==> config.mk <==
export PLATFORM = sky130hd
export DESIGN_NAME = stpf_bank
export DESIGN_NICKNAME = d
export VERILOG_FILES = /design/src/hw/stpf_pkg.sv /design/src/hw/stpf_bank.sv /design/src/hw/stpf_chan.sv
export SDC_FILE = /design/constraint.sdc
export NUM_CORES = 1
export LEC_CHECK = 0
export BUFFER_PORTS_ARGS = -buffer_cell sky130_fd_sc_hd__buf_4
export CAP_MARGIN = 20
export CORE_MARGIN = 2
export CORE_UTILIZATION = 40
export CTS_BUF_LIST = sky130_fd_sc_hd__clkbuf_8
export DETAILED_ROUTE_END_ITERATION = 6
export HOLD_SLACK_MARGIN = 0.08
export PLACE_DENSITY = 0.71
export SYNTH_ARGS = -nofsm -noshare
export SYNTH_HDL_FRONTEND = slang
export SYNTH_SLANG_ARGS = --single-unit
==> constraint.sdc <==
create_clock -name clk_in -period 2.66 [get_ports clk_in]
set_clock_uncertainty 0.05 [all_clocks]
set_input_delay 0.399 -clock clk_in [delete_from_list [all_inputs] [get_ports clk_in]]
set_output_delay 0.399 -clock clk_in [all_outputs]
set_load 0.01 [all_outputs]
==> src/hw/stpf_pkg.sv <==
/*
  Constants shared by the positive-transition filter bank: register
  selection codes, widths, reset value and the defined event bit positions.
  Assumes a command parser that has already turned the decimal parameter
  into a 16-bit binary value.
*/
package stpf_pkg;

  // ----------------------------------------------------------------------
  // Sizes
  // ----------------------------------------------------------------------
  localparam int unsigned REG_W   = 16;
  localparam int unsigned SRC_NUM = 5;
  localparam int unsigned SEL_W   = 3;

  // ----------------------------------------------------------------------
  // Register selection codes
  // ----------------------------------------------------------------------
  localparam logic [SEL_W-1:0] SEL_OPER = 3'h0;
  localparam logic [SEL_W-1:0] SEL_TRIG = 3'h1;
  localparam logic [SEL_W-1:0] SEL_ARM  = 3'h2;
  localparam logic [SEL_W-1:0] SEL_SEQ  = 3'h3;
  localparam logic [SEL_W-1:0] SEL_QUES = 3'h4;

  // ----------------------------------------------------------------------
  // Reset and bit positions
  // ----------------------------------------------------------------------
  localparam logic [REG_W-1:0] MASK_PRESET = 16'hffff;
  localparam logic [REG_W-1:0] ZERO_WORD   = 16'h0000;
  localparam int unsigned BIT_SETTLE   = 1;
  localparam int unsigned BIT_TRIG_W   = 5;
  localparam int unsigned BIT_ARM_W    = 6;
  localparam int unsigned BIT_CHAN     = 9;
  localparam int unsigned BIT_IDLE     = 10;
  localparam int unsigned BIT_SEQ1     = 1;
  localparam int unsigned BIT_LAYER1   = 1;
  localparam int unsigned BIT_LAYER2   = 2;

endpackage

==> src/hw/stpf_bank.sv <==
/*
  Positive-transition filter bank: five 16-bit mask registers written and
  queried by an external command parser, and five filter channels.
  Assumes the parser converts decimal parameters to binary and back,
  and that all inputs are synchronous to clk_in.
*/
// Notes on behaviour
// - Five separate masks: operation, trigger, arm, sequence, questionable, each own command.
// - Decimal parameter maps bit weights to bits; zero clears all bits.
// - Power-up and preset set all mask bits; clear-status leaves masks alone.
// - Query returns mask contents whose binary form shows the set bits.
// - A rise is a condition bit going 0 to 1 between evaluations.
// - Enabled mask bit plus rising condition bit sets the event bit at a defined event position.
// - Operation bit B1 enables settling start event on event bit B1.
// - Operation B6 enables arm-wait, B5 trigger-wait; 96 enables both.
// - Operation mask enables idle entry event on event bit B10.
// - Questionable mask enables too-many-channels event on event bit B9.
`timescale 1ns/10ps
module stpf_bank #(
  parameter int unsigned W = stpf_pkg::REG_W
) (
  input  wire logic                                  clk_in,
  input  wire logic                                  sys_rst_in,
  input  wire logic                                  wr_in,
  input  wire logic                                  rd_in,
  input  wire logic [stpf_pkg::SEL_W-1:0]            sel_in,
  input  wire logic [W-1:0]                          wdata_in,
  input  wire logic                                  preset_in,
  input  wire logic                                  clr_status_in,
  input  wire logic [stpf_pkg::SRC_NUM*W-1:0]        cond_in,
  input  wire logic [stpf_pkg::SRC_NUM-1:0]          ev_clr_in,
  output logic      [W-1:0]                          rdata_out,
  output logic                                       rvalid_out,
  output logic      [stpf_pkg::SRC_NUM*W-1:0]        mask_out,
  output logic      [stpf_pkg::SRC_NUM*W-1:0]        event_out
);

  // ----------------------------------------------------------------------
  // Defined event positions per register
  // ----------------------------------------------------------------------
  localparam logic [W-1:0] DEF_OPER = W'((1 << stpf_pkg::BIT_SETTLE)
                                       | (1 << stpf_pkg::BIT_TRIG_W)
                                       | (1 << stpf_pkg::BIT_ARM_W)
                                       | (1 << stpf_pkg::BIT_IDLE));
  localparam logic [W-1:0] DEF_TRIG = W'(1 << stpf_pkg::BIT_SEQ1);
  localparam logic [W-1:0] DEF_ARM  = W'(1 << stpf_pkg::BIT_SEQ1);
  localparam logic [W-1:0] DEF_SEQ  = W'((1 << stpf_pkg::BIT_LAYER1) | (1 << stpf_pkg::BIT_LAYER2));
  localparam logic [W-1:0] DEF_QUES = W'(1 << stpf_pkg::BIT_CHAN);
  localparam logic [stpf_pkg::SRC_NUM*W-1:0] DEF_ALL = {DEF_QUES, DEF_SEQ, DEF_ARM, DEF_TRIG, DEF_OPER};

  // Selection code is the channel index; codes past the last are unmapped
  function automatic logic sel_ok(input logic [stpf_pkg::SEL_W-1:0] s);
    sel_ok = (s <= stpf_pkg::SEL_QUES);
  endfunction

  logic [W-1:0] mask [stpf_pkg::SRC_NUM];
  logic [W-1:0] next_mask [stpf_pkg::SRC_NUM];
  logic [W-1:0] next_rdata;
  logic         next_rvalid;

  // ----------------------------------------------------------------------
  // Mask registers and query port
  // ----------------------------------------------------------------------
  always_comb begin
    for (int i = 0; i < stpf_pkg::SRC_NUM; i++) begin
      next_mask[i] = mask[i];
      // Clear-status is deliberately not looked at here
      if (preset_in) begin
        next_mask[i] = stpf_pkg::MASK_PRESET;
      end else if (wr_in && sel_ok(sel_in) && (sel_in == stpf_pkg::SEL_W'(i))) begin
        next_mask[i] = wdata_in;
      end
    end
    next_rvalid = rd_in;
    next_rdata  = stpf_pkg::ZERO_WORD;
    if (rd_in && sel_ok(sel_in)) begin
      next_rdata = mask[sel_in];
    end
  end

  always_ff @(posedge clk_in) begin
    if (sys_rst_in) begin
      for (int i = 0; i < stpf_pkg::SRC_NUM; i++) begin
        mask[i] <= stpf_pkg::MASK_PRESET;
      end
      rdata_out  <= stpf_pkg::ZERO_WORD;
      rvalid_out <= 1'b0;
    end else begin
      for (int i = 0; i < stpf_pkg::SRC_NUM; i++) begin
        mask[i] <= next_mask[i];
      end
      rdata_out  <= next_rdata;
      rvalid_out <= next_rvalid;
    end
  end

  // ----------------------------------------------------------------------
  // Filter channels
  // ----------------------------------------------------------------------
  for (genvar g = 0; g < stpf_pkg::SRC_NUM; g++) begin : g_chan
    assign mask_out[g*W +: W] = mask[g];
    stpf_chan #(
      .W       (W),
      .DEFINED (DEF_ALL[g*W +: W])
    ) u_chan (
      .clk_in     (clk_in),
      .sys_rst_in (sys_rst_in),
      .cond_in    (cond_in[g*W +: W]),
      .mask_in    (mask[g]),
      .clr_in     (ev_clr_in[g] | clr_status_in),
      .event_out  (event_out[g*W +: W])
    );
  end
endmodule // stpf_bank

==> src/hw/stpf_chan.sv <==
/*
  One transition filter channel: remembers the last condition word, finds
  0-to-1 changes, gates them by the mask and holds the event register.
  Assumes condition inputs synchronous to clk_in.
*/
`timescale 1ns/10ps
module stpf_chan #(
  parameter int unsigned               W       = 16,
  parameter logic [W-1:0]              DEFINED = 16'hffff
) (
  input  wire logic         clk_in,
  input  wire logic         sys_rst_in,
  input  wire logic [W-1:0] cond_in,
  input  wire logic [W-1:0] mask_in,
  input  wire logic         clr_in,
  output logic      [W-1:0] event_out
);

  logic [W-1:0] prev;
  logic [W-1:0] next_prev;
  logic         armed;
  logic         next_armed;
  logic [W-1:0] next_event;
  logic [W-1:0] set_bits;

  // ----------------------------------------------------------------------
  // Edge detection and event holding
  // ----------------------------------------------------------------------
  always_comb begin
    next_prev  = cond_in;
    next_armed = 1'b1;
    // No edges on the first cycle after reset: prev is not yet meaningful
    set_bits   = {W{armed}} & cond_in & ~prev & mask_in & DEFINED;
    // Set wins over clear so a rise in the clear cycle is kept
    next_event = (event_out & ~{W{clr_in}}) | set_bits;
  end

  always_ff @(posedge clk_in) begin
    if (sys_rst_in) begin
      prev      <= '0;
      armed     <= 1'b0;
      event_out <= '0;
    end else begin
      prev      <= next_prev;
      armed     <= next_armed;
      event_out <= next_event;
    end
  end
endmodule // stpf_chan

### Yosys cells after proc, flatten, opt, wreduce, memory -nomap -nowiden

Memory sizes are Yosys's and may differ from the RTL's. A register that Yosys moved wholly into a read port is not among the register bits.
Cells that the tools add are included.
W data, S select, Z words.

| cells by class | value |
|---|---|
| equal/unequal tests | 4 |
| order comparisons | 1 |
| bitwise logic cells | 46 |
| mux-type cells | 18 |
| reductions and logical operators | 9 |

Operators with widths:

| operator | number |
|---|---|
| $mux W16 | 15 |
| $and A16 B16 Y16 | 5 |
| $not A16 Y16 | 5 |
| $and A11 B11 Y11 | 3 |
| $or A16 B2 Y16 | 2 |
| $and A10 B10 Y10 | 3 |
| $or A16 B10 Y16 | 1 |
| $or A16 B11 Y16 | 1 |
| $or A16 B3 Y16 | 1 |
| $and A2 B2 Y2 | 6 |
| $not A11 Y11 | 1 |
| $not A10 Y10 | 1 |
| $or A1 B1 Y1 | 10 |
| $and A3 B3 Y3 | 3 |
| $logic_and A1 B1 Y1 | 7 |
| $eq A3 B2 Y1 const B | 2 |
| $not A2 Y2 | 2 |
| $eq A3 B1 Y1 const B | 1 |
| $eq A3 B3 Y1 const B | 1 |
| $le A3 B3 Y1 const B | 1 |
| $logic_not A3 Y1 | 1 |
| $mux W1 | 3 |
| $not A3 Y3 | 1 |
| $reduce_or A2 Y1 | 1 |
| $not A1 Y1 | 1 |

| word-level totals | value |
|---|---|
| RAM bits | 80 |
| bits of input ports | 110 |
| memories kept | 1 |
| register bits after elaboration | 110 |
| output and inout bits | 177 |
| logic and storage cells | 91 |

Memories:

| name | depth | bits a word | rd ports | clocked after memory_dff | write ports | RTL line | source |
|---|---|---|---|---|---|---|---|
| mask | 5 | 16 | 6 | 1 | 5 | stpf_bank.sv:56 | `logic [W-1:0] mask [stpf_pkg::SRC_NUM];` |

### Longest topological paths before layout

| logic depth | value |
|---|---|
| depth in word-level cells | 6 |
| depth in mapped cells | 6 |
| gate-level depth less buffers | 3 |

### Hierarchy

Synthesis repeated with hierarchy kept, for this count alone.

| unflattened totals | value |
|---|---|
| cell total of the unflattened synthesis | 648 |
| area, all modules | 6678.9 um2 |

By module, submodules not included:

| module | area each (um2) | instances | cells each | sequential area each (um2) |
|---|---|---|---|---|
| stpf_bank | 3946.3 | 1 | 441 | 1941.9 |
| stpf_chan (g_chan[1].u_chan ...) | 503.0 | 3 | 39 | 360.3 |
| stpf_chan (g_chan[0].u_chan) | 649.4 | 1 | 48 | 420.4 |
| stpf_chan (g_chan[3].u_chan) | 574.3 | 1 | 42 | 380.4 |

### Least setup slack after synthesis

Ideal clock, no wire load.

| timing | value |
|---|---|
| path type | input -> register |
| start point | input sel_in[2] (netlist name) |
| end point | memory mask[0][10] |
| setup slack | 1.122 ns |
| required time | 2.485 ns |
| buffers on the path | 3 |
| setup time | 0.125 ns |
| cell stages on the path | 6 |
| data arrival time | 1.363 ns |
| cells stage by stage | buf_6 -> or4b_4 -> buf_6 -> buf_8 -> nand2_1 -> nand3_1 |

RTL lines:

| what | RTL line | source |
|---|---|---|
| start, declared | stpf_bank.sv:26 | `input wire logic [stpf_pkg::SEL_W-1:0] sel_in,` |
| end, declared | stpf_bank.sv:56 |  |

==> flow_metrics.env <==
export IMPL_status="finished clean"
export IMPL_h_tree_depth=4
export IMPL_portBuffers=215
export IMPL_cp_required_ns=2.97
export IMPL_drc=0
export IMPL_tightest_slew_ns=0.710
export IMPL_cts_inserted_buffers=17
export IMPL_clock_latency_ns=0.47
export IMPL_synth_seq_cells=187
export IMPL_grt_pass1_vias=4681
export IMPL_synth_fp_nets=757
export IMPL_synth_distinct_cells=28
export IMPL_cts_clk_slew_worst_paths_ns=0.10
export IMPL_crit_path_frequent_cell="buf_4"
export IMPL_finalCritPeriodShare_pct=61.4
export IMPL_cpMaxStageDelayCell="buf_4"
export IMPL_ios=287
export IMPL_syn_area_mm2=0.00645
export IMPL_first_pass_iters=4
export IMPL_maxSlewViolCount=0
export IMPL_start_util_pct=40.7
export IMPL_cp_data_arrival_time_ns=1.94
export IMPL_grt_ovfl_total=0
export IMPL_antenna_cells=0
export IMPL_min_delay_path_depth=2
export IMPL_vias=5132
export IMPL_period_needed_ns=1.63
export IMPL_nets=964
export IMPL_hpwl_um=12300
export IMPL_dp_slack_ns=0.458
export IMPL_slew_headroom_pct=52.4
export IMPL_cts_tree="done"
export IMPL_die_x_um=131
export IMPL_ff2ff_path_depth=2
export IMPL_critPathCaptureType="flip-flop"
export IMPL_cts_sinks=187
export IMPL_avgSynthCellArea_um2=9.97
export IMPL_setup_viol=0
export IMPL_coreArea_mm2=0.0158
export IMPL_cts_path_max_buffers=2
export IMPL_syn_to_final_growth_pct=33.3
export IMPL_fillers=1461
export IMPL_hold_buffers=0
export IMPL_grt_start_max_net_pins=61
export IMPL_postRouteWirelength_um=17500
export IMPL_path_cells="buf_4, and4b_2, buf_4, mux2i_1, nand2_1"
export IMPL_fin_ws_ns=1.03
export IMPL_hold_viol=0
export IMPL_drive_gt1_share_pct=33.2
export IMPL_syn_inst=647
export IMPL_viasPerCell=4.74
export IMPL_rsz0062_at_grt="false"
export IMPL_drt_iter0_drc=309
export IMPL_gp_congestion=0.775
export IMPL_crit_path_max_fanout=42
export IMPL_max_cap_viol_count=0
export IMPL_synth_seq_area_share_pct=58.1
export IMPL_cts_resized=0
export IMPL_antenna_found_initial=0
export IMPL_tns_ns=0
export IMPL_drtAntennaViolNets=0
export IMPL_wl_per_cell_um=16.2
export IMPL_peakVddDrop_mv=0.293
export IMPL_max_clock_freq_ghz=0.613
export IMPL_p_leak_nw=3.97
export IMPL_grt_use_total_pct=19.9
export IMPL_die_h_um=131
export IMPL_powerDensity_mw_per_mm2=584
export IMPL_post_cts_buffers=0
export IMPL_path_class="input port to flip-flop"
export IMPL_ctsRootBufferMaster="clkbuf_8"
export IMPL_cpPeakStageDelay_ns=0.52
export IMPL_num_rows=46
export IMPL_hold_class="input port to flip-flop"
export IMPL_grt_pass1_wl_um=25800
export IMPL_start_kind="input port"
export IMPL_yosysWarningCount=0
export IMPL_dieArea_mm2=0.0172
-- final timing paths --
| path | startpoint | endpoint | slack (ns) |
|---|---|---|---|
| worst max register to register | mask[0][1]$_SDFFE_PP1P_ | rdata_out[1]$_SDFF_PP0_ | 1.54 |
| worst max-delay path | sel_in[1] | mask[3][11]$_SDFFE_PP1P_ | 1.03 |
| worst min-delay path | cond_in[50] | g_chan[3].u_chan.prev[2]$_SDFF_PP0_ | 0.11 |
| worst min register to register | g_chan[0].u_chan.prev[1]$_SDFF_PP0_ | g_chan[0].u_chan.event_out[1]$_SDFF_PP0_ | 0.36 |
-- state kept, by name (all words and copies together) (netlist names) --
signal	cells
rdata_out	16
g_chan.u_chan.armed	1
mask	80
rvalid_out	1
g_chan.u_chan.prev	9
g_chan.u_chan.event_out	80
-- routing by layer --
layer  wire, um  GRT usage, %
met1       7470          24.6
met2       8170          32.3
met3       1580          6.84
met4        301          7.26
met5          0             0
-- cell usage in the layout, fill, tap and decap left out, types with 2 or more instances in the layout --
master      instances
nand3_1            71
clkinvlp_4          3
buf_6               3
inv_6               2
inv_1               3
nand4b_1            2
buf_2               2
mux2_2             16
mux2i_1            32
buf_4             225
nand4bb_1           4
nand2_1           153
a221o_1            16
nor3_1              5
nor2_1             17
clkinv_4            2
nor4b_4             2
dfxtp_1           187
clkbuf_8           19
and4bb_2            2
nor2b_1             9
a21oi_1             2
and2_1             71
clkinv_2            3
o21ai_0             7
-- layout make-up --
type / count / area, um^2 / area share [%]
clock buffer: 19 / 262 / 3.04
clock inverter: 13 / 118 / 1.37
inverter: 2 / 7.51 / 0.0873
multi-input combinational: 415 / 2440 / 28.4
sequential: 187 / 3740 / 43.5
tap: 216 / 270 / 3.14
timing repair buffer: 231 / 1750 / 20.4
-- per-stage QoR --
| stage | area (um^2) | total power [mW] | instances | utilization [%] | hold WS (ns) |
|---|---|---|---|---|---|
| floorplan | 6450 | 3.11 | 647 | - | 0.349 |
| global placement | 8170 | 3.28 | 1045 | 51.6 | 0.353 |
| detailed placement | 8200 | 3.28 | 1049 | 51.8 | 0.358 |
| CTS | 8580 | 5.08 | 1081 | 54.2 | 0.0834 |
| global route | 8600 | 5.24 | 1083 | 54.3 | 0.101 |
| finish | 8600 | 5.02 | 1083 | 54.3 | 0.110 |
-- where the power goes --
| part | leakage (nW) | switching (mW) | internal (mW) |
|---|---|---|---|
| registers | 1.52 | 0.0264 | 2.84 |
| clock network | 0.192 | 1.01 | 0.796 |
| logic | 2.26 | 0.186 | 0.158 |
-- cells by family (layout without fill, tap and decap cells) --
family	Yosys count	after routing	synth area share (%)
simple gates	342	342	26.6
flops	187	187	58.1
buf+inv	45	265	4.39
mux	48	48	7.76
compound gates	25	25	3.18
-- cell usage after synthesis, drive strengths merged --
cell | n | share of area (%)
dfxtp | 187 | 58
nand2 | 153 | 8.9
and2 | 71 | 6.9
nand3 | 71 | 5.5
mux2i | 32 | 5.0
buf | 29 | 3.4
nor2 | 18 | 1.0
a221o | 16 | 2.5
mux2 | 16 | 2.8
clkbuf | 14 | 0.87
nor2b | 9 | 0.87
o21ai | 7 | 0.54
nor3 | 6 | 0.54
nand4bb | 4 | 0.70
a21oi | 2 | 0.16
and4bb | 2 | 0.39
inv | 2 | 0.12
nand4b | 2 | 0.27
nor4b | 2 | 0.74
and4b | 1 | 0.17
nand2b | 1 | 0.21
nor4bb | 1 | 0.16
or4b | 1 | 0.21
-- worst max-delay path: cells and delay by family --
family / cells / cell delay, ns
buffers and inverters: 2 / 0.83
multiplexers: 1 / 0.24
AND/OR/NAND/NOR: 2 / 0.45
(Power assumes the default switching activity.)
